$ cat config.mk
export PLATFORM = sky130hd
export DESIGN_NAME = i2c_host
export DESIGN_NICKNAME = d
export VERILOG_FILES = /design/src/i2c_host_pkg.sv /design/src/pins_if.sv /design/src/i2c_host.sv /design/src/pin_sync.sv /design/src/qtr_tick.sv
export SDC_FILE = /design/constraint.sdc
export NUM_CORES = 1
export LEC_CHECK = 0
export ABC_AREA = 1
export ABC_CLOCK_PERIOD_IN_PS = 2000
export BUFFER_PORTS_ARGS = -buffer_cell sky130_fd_sc_hd__buf_2
export CAP_MARGIN = 20
export CORE_AREA = 3 3 96 98
export DETAILED_ROUTE_END_ITERATION = 16
export DIE_AREA = 0 0 99 101
export PLACE_DENSITY = 0.64
export SLEW_MARGIN = 0
export SYNTH_ARGS = -nofsm -noshare
export SYNTH_HDL_FRONTEND = slang
export SYNTH_SLANG_ARGS = --single-unit
$ cat constraint.sdc
create_clock -name ref_clk_i -period 2 [get_ports ref_clk_i]
set_input_delay 0.1 -clock ref_clk_i [delete_from_list [all_inputs] [get_ports ref_clk_i]]
set_output_delay 0.1 -clock ref_clk_i [all_outputs]
set_load 0.02 [all_outputs]
$ cat src/i2c_host_pkg.sv
// Purpose: shared constants and types of the two-sensor bus controller
// Assumes: ref_clk_i at 125 MHz, controller owns the serial clock
// Notes:   none
package i2c_host_pkg;

    // ****************************************
    // timing
    // ****************************************
    localparam int unsigned CLK_HZ  = 125_000_000;
    localparam int unsigned SCL_HZ  = 100_000;
    // shortest quarter period, rounded down
    localparam int unsigned QTR_CYC = CLK_HZ / (4 * SCL_HZ);

    // ****************************************
    // bus addresses and byte layout
    // ****************************************
    localparam logic [6:0] ACC_ADDR    = 7'h19;
    localparam logic [6:0] MAG_ADDR    = 7'h1e;
    localparam logic       DIR_RD      = 1'h1;
    localparam logic       DIR_WR      = 1'h0;
    localparam logic       AUTOINC_ON  = 1'h1;
    localparam logic [3:0] ACK_SLOT    = 4'h8;
    localparam logic [1:0] QTR_LAST    = 2'h3;

    // ****************************************
    // sequencer states
    // ****************************************
    typedef enum logic [3:0] {
        ST_IDLE   = 4'b0000,
        ST_START  = 4'b0001,
        ST_ADDR   = 4'b0010,
        ST_SUB    = 4'b0011,
        ST_WDATA  = 4'b0100,
        ST_RSTART = 4'b0101,
        ST_RADDR  = 4'b0110,
        ST_RDATA  = 4'b0111,
        ST_STOP   = 4'b1000
    } state_t;

endpackage : i2c_host_pkg

$ cat src/pins_if.sv
// Purpose: synchronised line levels passed from the pin stage to the sequencer
// Assumes: both fields are in the ref_clk_i domain
// Notes:   none
`timescale 1ns/1ns
interface pins_if;
    logic scl_s;
    logic sda_s;

    modport src (output scl_s, output sda_s);
    modport snk (input scl_s, input sda_s);
endinterface : pins_if

$ cat src/i2c_host.sv
// Purpose: bus master for a two-core sensor, accelerometer and magnetometer
// Assumes: open-drain lines with pull-ups, one outstanding command
// Notes:   serial clock is divided from ref_clk_i, no second domain
`timescale 1ns/1ns

module i2c_host
#(
    parameter int unsigned QTR = i2c_host_pkg::QTR_CYC
)
(
    input  wire logic       ref_clk_i,
    input  wire logic       srst_i,
    input  wire logic       ce_i,
    input  wire logic       cmd_valid_i,
    output logic            cmd_ready_o,
    input  wire logic       cmd_mag_i,
    input  wire logic       cmd_read_i,
    input  wire logic [6:0] cmd_reg_i,
    input  wire logic [7:0] cmd_len_i,
    input  wire logic       wr_valid_i,
    input  wire logic [7:0] wr_data_i,
    output logic            wr_ready_o,
    output logic            rd_valid_o,
    output logic [7:0]      rd_data_o,
    output logic            rd_last_o,
    output logic            done_o,
    output logic            nack_o,
    output logic            busy_o,
    input  wire logic       scl_i,
    output logic            scl_o,
    output logic            scl_oe_o,
    input  wire logic       sda_i,
    output logic            sda_o,
    output logic            sda_oe_o
);
    i2c_host_pkg::state_t state_r;
    logic [1:0]           qtr_r;
    logic [3:0]           bit_idx_r;
    logic [7:0]           shift_r;
    logic [7:0]           cnt_r;
    logic                 mag_r;
    logic                 read_r;
    logic [6:0]           reg_r;
    logic                 ack_r;
    logic                 sda_d_r;
    logic                 tick;
    logic                 run;
    logic                 take;
    logic                 byte_st;
    logic                 rx_st;
    logic                 bit_val;
    logic                 wait_wr;
    logic [6:0]           dev_addr;
    logic [7:0]           sub_byte;

    pins_if pins ();

    // ****************************************
    // line synchronisers and bit timing
    // ****************************************
    pin_sync u_sync
    (
        .ref_clk_i (ref_clk_i),
        .srst_i    (srst_i),
        .ce_i      (ce_i),
        .scl_i     (scl_i),
        .sda_i     (sda_i),
        .pins      (pins.src)
    );

    qtr_tick #(.QTR(QTR)) u_tick
    (
        .ref_clk_i (ref_clk_i),
        .srst_i    (srst_i),
        .ce_i      (ce_i),
        .run_i     (run),
        .tick_o    (tick)
    );

    // ****************************************
    // decode of the current slot
    // ****************************************
    assign take    = cmd_valid_i && cmd_ready_o;
    assign rx_st   = (state_r == i2c_host_pkg::ST_RDATA);
    assign byte_st = (state_r == i2c_host_pkg::ST_ADDR) ||
                     (state_r == i2c_host_pkg::ST_SUB) ||
                     (state_r == i2c_host_pkg::ST_WDATA) ||
                     (state_r == i2c_host_pkg::ST_RADDR) || rx_st;
    // write byte not yet offered: hold clock low until it is
    assign wait_wr = (state_r == i2c_host_pkg::ST_WDATA) && (qtr_r == 2'h0) &&
                     (bit_idx_r == 4'h0) && !wr_valid_i;
    // quarter 2 starts only once the clock is seen high
    assign run     = (state_r != i2c_host_pkg::ST_IDLE) &&
                     !((qtr_r == 2'h2) && !pins.scl_s);
    assign dev_addr = mag_r ? i2c_host_pkg::MAG_ADDR
                            : i2c_host_pkg::ACC_ADDR;
    // pointer byte goes out as given for the magnetometer
    assign sub_byte = mag_r ? {1'h0, reg_r}
                            : {(cnt_r != 8'h00) && i2c_host_pkg::AUTOINC_ON, reg_r};

    always_comb
    begin
        bit_val = 1'h1;
        if (bit_idx_r == i2c_host_pkg::ACK_SLOT)
        begin
            // own ack only in the read phase; nack on the last byte
            bit_val = rx_st ? (cnt_r == 8'h00) : 1'h1;
        end
        else if (!rx_st)
        begin
            bit_val = shift_r[7];
        end
    end

    // ****************************************
    // command port
    // ****************************************
    always_ff @(posedge ref_clk_i)
    begin
        if (srst_i)
        begin
            cmd_ready_o <= 1'h0;
        end
        else if (ce_i)
        begin
            // a foreign master owning the bus blocks new work
            cmd_ready_o <= (state_r == i2c_host_pkg::ST_IDLE) && !busy_o && !take;
        end
    end

    // ****************************************
    // bus monitor
    // ****************************************
    always_ff @(posedge ref_clk_i)
    begin
        if (srst_i)
        begin
            sda_d_r <= 1'h1;
            busy_o  <= 1'h0;
        end
        else if (ce_i)
        begin
            sda_d_r <= pins.sda_s;
            if (pins.scl_s && sda_d_r && !pins.sda_s)
            begin
                busy_o <= 1'h1;
            end
            else if (pins.scl_s && !sda_d_r && pins.sda_s)
            begin
                busy_o <= 1'h0;
            end
        end
    end

    // ****************************************
    // line drivers
    // ****************************************
    always_ff @(posedge ref_clk_i)
    begin
        if (srst_i)
        begin
            scl_o    <= 1'h0;
            sda_o    <= 1'h0;
            scl_oe_o <= 1'h0;
            sda_oe_o <= 1'h0;
        end
        else if (ce_i && tick && !wait_wr)
        begin
            case (qtr_r)
                2'h0:
                begin
                    if (state_r == i2c_host_pkg::ST_START || state_r == i2c_host_pkg::ST_RSTART)
                    begin
                        sda_oe_o <= 1'h0;
                    end
                    else if (state_r == i2c_host_pkg::ST_STOP)
                    begin
                        sda_oe_o <= 1'h1;
                    end
                    else if (state_r == i2c_host_pkg::ST_WDATA && bit_idx_r == 4'h0)
                    begin
                        sda_oe_o <= !wr_data_i[7];
                    end
                    else
                    begin
                        sda_oe_o <= !bit_val;
                    end
                end
                2'h1:
                begin
                    scl_oe_o <= 1'h0;
                end
                2'h2:
                begin
                    if (state_r == i2c_host_pkg::ST_START || state_r == i2c_host_pkg::ST_RSTART)
                    begin
                        sda_oe_o <= 1'h1;
                    end
                end
                default:
                begin
                    if (state_r == i2c_host_pkg::ST_STOP)
                    begin
                        sda_oe_o <= 1'h0;
                    end
                    else
                    begin
                        scl_oe_o <= 1'h1;
                    end
                end
            endcase
        end
    end

    // ****************************************
    // sequencer
    // ****************************************
    always_ff @(posedge ref_clk_i)
    begin
        if (srst_i)
        begin
            state_r    <= i2c_host_pkg::ST_IDLE;
            qtr_r      <= 2'h0;
            bit_idx_r  <= 4'h0;
            shift_r    <= 8'h00;
            cnt_r      <= 8'h00;
            mag_r      <= 1'h0;
            read_r     <= 1'h0;
            reg_r      <= 7'h00;
            ack_r      <= 1'h0;
            wr_ready_o <= 1'h0;
            rd_valid_o <= 1'h0;
            rd_data_o  <= 8'h00;
            rd_last_o  <= 1'h0;
            done_o     <= 1'h0;
            nack_o     <= 1'h0;
        end
        else if (ce_i)
        begin
            wr_ready_o <= 1'h0;
            rd_valid_o <= 1'h0;
            rd_last_o  <= 1'h0;
            done_o     <= 1'h0;
            nack_o     <= 1'h0;
            if (take)
            begin
                state_r   <= i2c_host_pkg::ST_START;
                qtr_r     <= 2'h0;
                bit_idx_r <= 4'h0;
                mag_r     <= cmd_mag_i;
                read_r    <= cmd_read_i;
                reg_r     <= cmd_reg_i;
                cnt_r     <= cmd_len_i;
                ack_r     <= 1'h1;
            end
            else if (tick && !wait_wr && state_r != i2c_host_pkg::ST_IDLE)
            begin
                qtr_r <= qtr_r + 2'h1;
                if (qtr_r == 2'h0 && state_r == i2c_host_pkg::ST_WDATA && bit_idx_r == 4'h0)
                begin
                    shift_r    <= wr_data_i;
                    wr_ready_o <= 1'h1;
                end
                if (qtr_r == 2'h2 && byte_st)
                begin
                    if (bit_idx_r == i2c_host_pkg::ACK_SLOT)
                    begin
                        ack_r <= rx_st ? ack_r : !pins.sda_s;
                    end
                    else
                    begin
                        shift_r <= {shift_r[6:0], pins.sda_s};
                    end
                end
                if (qtr_r == i2c_host_pkg::QTR_LAST)
                begin
                    if (byte_st && bit_idx_r != i2c_host_pkg::ACK_SLOT)
                    begin
                        bit_idx_r <= bit_idx_r + 4'h1;
                    end
                    else
                    begin
                        bit_idx_r <= 4'h0;
                        case (state_r)
                            i2c_host_pkg::ST_START:
                            begin
                                shift_r <= {dev_addr, i2c_host_pkg::DIR_WR};
                                state_r <= i2c_host_pkg::ST_ADDR;
                            end
                            i2c_host_pkg::ST_ADDR:
                            begin
                                shift_r <= sub_byte;
                                state_r <= ack_r ? i2c_host_pkg::ST_SUB : i2c_host_pkg::ST_STOP;
                            end
                            i2c_host_pkg::ST_SUB:
                            begin
                                state_r <= !ack_r ? i2c_host_pkg::ST_STOP
                                         : read_r ? i2c_host_pkg::ST_RSTART : i2c_host_pkg::ST_WDATA;
                            end
                            i2c_host_pkg::ST_WDATA:
                            begin
                                cnt_r   <= cnt_r - 8'h01;
                                state_r <= (!ack_r || cnt_r == 8'h00) ? i2c_host_pkg::ST_STOP
                                                                      : i2c_host_pkg::ST_WDATA;
                            end
                            i2c_host_pkg::ST_RSTART:
                            begin
                                shift_r <= {dev_addr, i2c_host_pkg::DIR_RD};
                                state_r <= i2c_host_pkg::ST_RADDR;
                            end
                            i2c_host_pkg::ST_RADDR:
                            begin
                                state_r <= ack_r ? i2c_host_pkg::ST_RDATA
                                                 : i2c_host_pkg::ST_STOP;
                            end
                            i2c_host_pkg::ST_RDATA:
                            begin
                                rd_valid_o <= 1'h1;
                                rd_data_o  <= shift_r;
                                rd_last_o  <= (cnt_r == 8'h00);
                                cnt_r      <= cnt_r - 8'h01;
                                state_r    <= (cnt_r == 8'h00) ? i2c_host_pkg::ST_STOP
                                                               : i2c_host_pkg::ST_RDATA;
                            end
                            i2c_host_pkg::ST_STOP:
                            begin
                                // bus released, report outcome
                                state_r <= i2c_host_pkg::ST_IDLE;
                                done_o  <= 1'h1;
                                nack_o  <= !ack_r;
                            end
                            default:
                            begin
                                state_r <= i2c_host_pkg::ST_IDLE;
                            end
                        endcase
                    end
                end
            end
        end
    end
endmodule : i2c_host

$ cat src/pin_sync.sv
// Purpose: two-flop synchroniser for the open-drain line inputs
// Assumes: lines are asynchronous to ref_clk_i
// Notes:   first stage is read only by the second
`timescale 1ns/1ns
module pin_sync
(
    input  wire logic       ref_clk_i,
    input  wire logic       srst_i,
    input  wire logic       ce_i,
    input  wire logic       scl_i,
    input  wire logic       sda_i,
    pins_if.src             pins
);
    logic [1:0] meta_r;
    logic [1:0] sync_r;
    logic [1:0] raw;

    assign raw = {scl_i, sda_i};

    // ****************************************
    // one synchroniser per line
    // ****************************************
    for (genvar i = 0; i < 2; i++)
    begin : g_sync
        always_ff @(posedge ref_clk_i)
        begin
            if (srst_i)
            begin
                // idle bus level is high
                meta_r[i] <= 1'h1;
                sync_r[i] <= 1'h1;
            end
            else if (ce_i)
            begin
                meta_r[i] <= raw[i];
                sync_r[i] <= meta_r[i];
            end
        end
    end

    assign pins.scl_s = sync_r[1];
    assign pins.sda_s = sync_r[0];
endmodule : pin_sync

$ cat src/qtr_tick.sv
// Purpose: quarter-bit tick for the serial clock
// Assumes: run_i low restarts the count
// Notes:   a stalled run gives a full quarter after release
`timescale 1ns/1ns
module qtr_tick
#(
    parameter int unsigned QTR = i2c_host_pkg::QTR_CYC
)
(
    input  wire logic ref_clk_i,
    input  wire logic srst_i,
    input  wire logic ce_i,
    input  wire logic run_i,
    output logic      tick_o
);
    localparam int unsigned CW = $clog2(QTR + 1);

    if (QTR < 2)
    begin : g_chk
        $error("qtr_tick: quarter period below two cycles");
    end

    logic [CW-1:0] cnt_r;

    always_ff @(posedge ref_clk_i)
    begin
        if (srst_i)
        begin
            cnt_r  <= '0;
            tick_o <= 1'h0;
        end
        else if (ce_i)
        begin
            tick_o <= 1'h0;
            if (!run_i)
            begin
                cnt_r <= '0;
            end
            else if (cnt_r == CW'(QTR - 1))
            begin
                cnt_r  <= '0;
                tick_o <= 1'h1;
            end
            else
            begin
                cnt_r <= cnt_r + 1'b1;
            end
        end
    end
endmodule : qtr_tick

# After elaboration in Yosys (flattened, before gate mapping)
# Cells that the tools add are included.
[word_totals] regBits=68 input_bits=32 output_inout_bits=19 word_cells=189
[op_classes] add_sub_neg=4 eq_ne=18 mux=75 bitwise_logic=4 n_reduce_logical=62
[ops] operator="$mux W8" count=11
[ops] operator="$mux W4" count=13
[ops] operator="$mux W1" count=42
[ops] operator="$pmux W4 S7" count=1
[ops] operator="$pmux W8 S3" count=1
[ops] operator="$logic_and A1 B1 Y1" count=19
[ops] operator="$mux W9" count=2
[ops] operator="$eq A4 B3 Y1 const B" count=4
[ops] operator="$reduce_bool A2 Y1" count=6
[ops] operator="$logic_not A1 Y1" count=11
[ops] operator="$reduce_and A5 Y1" count=2
[ops] operator="$add A9 B1 Y9 const B" count=1
[ops] operator="$eq A9 B9 Y1 const B" count=1
[ops] operator="$reduce_and A3 Y1" count=3
[ops] operator="$eq A4 B2 Y1 const B" count=2
[ops] operator="$eq A4 B4 Y1 const B" count=2
[ops] operator="$logic_not A4 Y1" count=2
[ops] operator="$logic_not A8 Y1" count=1
[ops] operator="$reduce_and A4 Y1" count=2
[ops] operator="$reduce_bool A8 Y1" count=1
[ops] operator="$sub A8 B1 Y8 const B" count=1
[ops] operator="$logic_or A1 B1 Y1" count=6
[ops] operator="$reduce_and A2 Y1" count=3
[ops] operator="$reduce_and A6 Y1" count=1
[ops] operator="17 further kinds" count=25

# Depth between registers and ports, before layout
[logic_depth] word_depth=10 mapped_depth=13 mapped_depth_nobuf=13

# Cells and area by module
# A second synthesis with hierarchy kept.
[unflattened] cells_unflattened=584 hier_area_um2=3945.0
[by_module_without_submodules] module="i2c_host" instances=1 cells_per_inst=496 area_each_um2=3289.4 seq_area_each_um2=1081.0
[by_module_without_submodules] module="qtr_tick" instances=1 cells_per_inst=70 area_each_um2=518.0 seq_area_each_um2=200.2
[by_module_without_submodules] module="pin_sync" instances=1 cells_per_inst=18 area_each_um2=137.6 seq_area_each_um2=80.1

# Least setup slack after synthesis
# OpenSTA, ideal clock, no wires.
[synth_timing] path_kind="flip-flop to flip-flop" startpoint="register bit_idx_r[0]" endpoint="register shift_r[4]" setup_time_ps=117 arrival_time_ps=1561 t_required_ps=1883 slack_ps=322 path_stages_with_launch=11 n_path_buf=1 synth_period_minus_slack_ps=1678 cell_sequence="dfxtp_1 inv_1 ha_1 nand3_1 nor2_4 nand2_4 nand4_4 inv_2 buf_6 o21ai_0 nor2_1"
[synth_via] elab_chain_len=8 word_cells_on_any_way=16 cone_classes="eq/ne: 2; mux: 6; reduce/logical: 8"
[synth_rtl] item="start, declared" line_no="i2c_host.sv:38" text="logic [3:0] bit_idx_r;"
[synth_rtl] item="start signal, assigned" line_no="i2c_host.sv:279" text="bit_idx_r <= bit_idx_r + 4'h1;"
[synth_rtl] item="$logic_not A4 Y1" line_no="i2c_host.sv:91, i2c_host.sv:259"
[synth_rtl] item="$logic_and A1 B1 Y1" line_no="i2c_host.sv:90, i2c_host.sv:259"
[synth_rtl] item="$mux W8" line_no="i2c_host.sv:259" text="if (qtr_r == 2'h0 && state_r == i2c_host_pkg::ST_WDATA && bit_idx_r == 4'h0)"
[synth_rtl] item="$mux W8" line_no="i2c_host.sv:266" text="if (bit_idx_r == i2c_host_pkg::ACK_SLOT)"
[synth_rtl] item="$mux W8" line_no="i2c_host.sv:264" text="if (qtr_r == 2'h2 && byte_st)"
[synth_rtl] item="$pmux W8 S3" line_no="i2c_host.sv:284" text="case (state_r)"
[synth_rtl] item="$mux W8" line_no="i2c_host.sv:277" text="if (byte_st && bit_idx_r != i2c_host_pkg::ACK_SLOT)"
[synth_rtl] item="$mux W8" line_no="i2c_host.sv:275" text="if (qtr_r == i2c_host_pkg::QTR_LAST)"
[synth_rtl] item="end signal, assigned" line_no="i2c_host.sv:272" text="shift_r <= {shift_r[6:0], pins.sda_s};"
[synth_rtl] item="end signal, assigned" line_no="i2c_host.sv:287" text="shift_r <= {dev_addr, i2c_host_pkg::DIR_WR};"
[synth_rtl] item="end signal, assigned" line_no="i2c_host.sv:292" text="shift_r <= sub_byte;"
[synth_rtl] item="end, declared" line_no="i2c_host.sv:39" text="logic [7:0] shift_r;"
# Parallel ways exist; a longest one is shown, timed or not.
# A chain may end at the register's enable or synchronous reset.

# Worst setup path in the final report
[layout_timing] startpoint="register bit_idx_r[0]" endpoint="register rd_data_o[6]"
[layout_via] elab_chain_len=7 word_cells_on_any_way=10 cone_classes="eq/ne: 1; bitwise: 1; reduce/logical: 8"
[layout_rtl] item="$logic_not A4 Y1" line_no="i2c_host.sv:91" text="(bit_idx_r == 4'h0) && !wr_valid_i;"
[layout_rtl] item="$logic_and A1 B1 Y1" line_no="i2c_host.sv:90" text="assign wait_wr = (state_r == i2c_host_pkg::ST_WDATA) && (qtr_r == 2'h0) &&"
[layout_rtl] item="$logic_and A1 B1 Y1" line_no="i2c_host.sv:91"
[layout_rtl] item="$logic_not A1 Y1" line_no="i2c_host.sv:256" text="else if (tick && !wait_wr && state_r != i2c_host_pkg::ST_IDLE)"
[layout_rtl] item="$logic_and A1 B1 Y1 (2 in series)" line_no="i2c_host.sv:256"
[layout_rtl] item="$reduce_and A6 Y1 (no source line) *"
[layout_rtl] item="end signal, assigned" line_no="i2c_host.sv:319" text="rd_data_o <= shift_r;"
[layout_rtl] item="end, declared" line_no="i2c_host.sv:24" text="output logic [7:0] rd_data_o,"
# Every way passes the cells marked *; elsewhere a longest branch is shown, timed or not.

==> metrics.md <==
| Metric | Value |
|---|---|
| HP Class | `primary input to flop` |
| Routed len/inst | `about 13 µm` |
| Setup TNS | `0 ps` |
| Placed cells | `710` |
| Overall Global Routing Usage | `19.8%` |
| Pint | `around 2.2 mW` |
| Worst EP arrival | `2080 ps` |
| DRT iter0 DRCs | `239` |
| Switching portion of total power | `24.3%` |
| Unrepaired setup endpoints after global routing | `false` |
| GPL Wtd Cong | `0.956` |
| CTS Root Cell | `clkbuf_8` |
| Post-Layout Cell Count | `730` |
| Nets | `657` |
| Area grow syn2layout | `17.6%` |
| Setup Skew | `approximately 14 ps` |
| CTS Buffer Depth | `2` |
| Register area | `1360 µm²` |
| Clock sinks | `68` |
| Flop pwr share | `roughly 47%` |
| Status | `finished clean` |
| Drt pass-1 iters | `4` |
| N_diodes | `0` |
| Fin crit share | `92.2%` |
| Post-synthesis sequential element count | `68` |
| Setup violators final | `0` |
| Vias in the first global route | `3424` |
| Pwr Density | `664 nW/µm²` |
| Final Hold Fails | `0` |
| Achievable Freq | `0.542 GHz` |
| Initial antenna violation count | `0` |
| Initial Util | `44.1%` |
| Share of layout cells above drive strength 1 | `18.2%` |
| Cell count after synthesis | `558` |
| CTS Buf Count | `9` |
| Antenna-violating nets left | `0` |
| Drt total wl | `around 10 mm` |
| CP endpoint kind | `flop` |
| Full die area | `10000 µm²` |
| Slew Viols, Final | `0` |
| Maxcap violations | `0` |
| CP max FO | `8` |
| Core area | `8550 µm²` |
| Crit path largest cell delay | `360 ps` |
| Multi-input combinational cell area | `~2100 µm²` |
| First-pass GRT wire length | `15.9 mm` |
| Slowest-stage cell, CP | `dfxtp_1` |
| Critical path cell sequence | `inv_1 > ha_1 > nand3_2 > nor2_4 > nand2_4 > nand2_1 > nor2_1 > nand2_2 > nor2_4 > inv_4 > nand2_1 > a21oi_1` |
| Pleak | `approximately 2 nW` |
| Post-synth cell types | `41` |
| Routed via count | `3695` |
| H-tree depth | `3` |
| Combinational share of power | `approximately 7.2%` |
| CTS tree | `yes` |
| Post-CTS Setup Inserts | `0` |
| Setup CP Type | `flop to flop` |
| Clock power frac | `45.6%` |
| Worst IR drop on VDD | `366 µV` |
| NetSw | `~0.7 mW` |
| Via density | `5.06` |
| Hpwl dp | `around 7.2 mm` |
| Synthesis Warnings | `0` |
| Avg Cell Area, Syn | `6.75 µm²` |
| Die H | `101 µm` |
| Fill cells | `860` |
| Pin count of the biggest net entering global routing | `27` |
| Port Buf Inserts | `48` |
| Post-synthesis sequential area ratio | `36.1%` |
| Horiz. Die Dim | `99 µm` |
| DRC Markers | `0` |
| Row cnt | `34` |
| Clk slew on worst S/H paths | `80 ps` |
| Grt total ovfl | `0` |
| Post-Syn Area | `3770 µm²` |
| Actual slew at the worst max-slew pin | `851 ps` |
| CP startpoint kind | `flop` |
| Io pins | `51` |
| Later-pin clock latency in the skew report | `360 ps` |
| Slew margin rel. | `41.8%` |
| Min Tclk post-route | `1840 ps` |
| Worst Path Required | `approximately 2200 ps` |
-- layer usage --
metal	vias to the layer above	track usage (%)	wire, µm
li1	1936	-	-
met1	1665	25.9	4750
met2	81	32.4	4510
met3	13	4.22	384
met4	0	6.72	157
met5	-	0	0
-- cells by family after synthesis --
group	count (synthesis)	share of synthesized area (%)
AO/OA/AOI/OAI	109	15.6
XOR/XNOR	6	1.39
adder cells (fa/ha/maj)	8	2.66
buffers and inverters	81	8.77
flip-flops	68	36.1
other	1	0.0995
AND/OR/NAND/NOR	285	35.3
-- worst paths after layout --
path,from,end,slack (ps),depth (start not counted)
setup / recovery,bit_idx_r[0],rd_data_o[6],160,12
hold / removal,cmd_reg_i[6],reg_r[6],30,3
setup reg to reg,bit_idx_r[0],rd_data_o[6],160,12
hold reg to reg,reg_r[4],reg_r[4],450,2
-- timing repair --
action | in CTS | in global routing
resized for setup | 0 | 2
endpoints found under the hold margin | 3 | 0
setup endpoints to repair | 0 | 8
hold buffers | 3 | 0
-- synth_stat cells --
master	number	share of area, %
a2111oi_0	1	0.23
a211oi_1	2	0.40
a21oi_1	49	6.5
a21oi_2	1	0.23
a31oi_1	2	0.33
and3_1	1	0.17
buf_1	2	0.20
buf_2	2	0.27
buf_4	3	0.60
buf_6	1	0.30
clkbuf_1	10	1.0
clkinv_1	1	0.10
conb_1	1	0.10
dfxtp_1	68	36
ha_1	8	2.7
inv_1	56	5.6
inv_2	4	0.40
inv_4	2	0.33
nand2_1	129	13
nand2_2	3	0.50
nand2_4	8	2.4
nand3_1	30	4.0
nand3_2	3	0.80
nand4_1	9	1.5
nand4_4	2	1.1
nor2_1	77	7.7
nor2_2	4	0.66
nor2_4	5	1.5
nor3_1	9	1.2
nor3_2	1	0.27
nor3b_1	1	0.20
nor4_1	3	0.50
o2111ai_1	2	0.47
o211ai_1	4	0.80
o21a_1	1	0.20
o21ai_0	43	5.7
o21bai_1	1	0.20
o22ai_1	1	0.17
o31ai_1	2	0.40
xnor2_1	1	0.23
xor2_1	5	1.2
-- sequential cells by signal, indices dropped and copies added, names as in the netlist, 2 cells and up --
signal / flops
u_tick.cnt_r: 9
cnt_r: 8
rd_data_o: 8
shift_r: 8
reg_r: 7
bit_idx_r: 4
state_r: 4
qtr_r: 2
u_sync.meta_r: 2
-- worst max-delay path, delay by kind of cell, from the launching register on --
family                   cells  cell delay (ps)
buffers and inverters        2              170
AND/OR/NAND/NOR              8              890
AO/OA/AOI/OAI                1               50
adder cells (fa/ha/maj)      1              240
flip-flops                   1              360
-- power by group through the flow --
| stage | combinational, mW | sequential (mW) | clock, mW |
|---|---|---|---|
| after detailed placement | 0.206 | 1.42 | 0 |
| after floorplan | 0.130 | 1.42 | 0 |
| after CTS | 0.212 | 1.39 | 1.36 |
| final | 0.212 | 1.39 | 1.34 |
| after global placement | 0.205 | 1.42 | 0 |
| after global routing | 0.240 | 1.39 | 1.42 |
-- per-stage QoR --
step	total power [mW]	util, %	worst slack, ps	area (µm²)	hold slack [ps]
detailed placement	1.63	48.6	145	4160	326
global route	3.05	51.8	5.08	4430	22.7
finish	2.94	51.8	156	4430	28.8
floorplan	1.55	-	322	3770	226
global placement	1.63	48.6	214	4160	315
CTS	2.96	51.7	124	4420	16.0
-- layout by cell type, fill, tap and decap left out, types with 2 or more instances in the layout --
cell type / n
inv_1: 56
nor2_2: 5
a21oi_1: 49
nand3_1: 29
clkbuf_8: 11
bufinv_16: 2
xor2_1: 5
ha_1: 8
buf_2: 48
o211ai_1: 4
nand4_4: 2
buf_4: 13
a211oi_1: 2
dfxtp_1: 67
o31ai_1: 2
nand3_2: 4
o2111ai_1: 2
nand2_1: 129
nor3_1: 9
nor2_1: 77
nand2_4: 8
nand2_2: 3
nor4_1: 3
inv_4: 2
o21ai_0: 43
nand4_1: 9
nor2_4: 5
inv_2: 4
conb_1: 2
a31oi_1: 2
dlygate4sd3_1: 3
-- layout make-up --
| cell class | count | area share [%] |
|---|---|---|
| clock inverters | 5 | 1.86 |
| clock buffers | 11 | 3.42 |
| inverters | 63 | 5.45 |
| multi-input cells | 411 | 47.2 |
| flip-flops and latches | 68 | 30.7 |
| well taps | 108 | 3.05 |
| repair buffers | 64 | 8.30 |
Power figures use the tool's default switching activity.
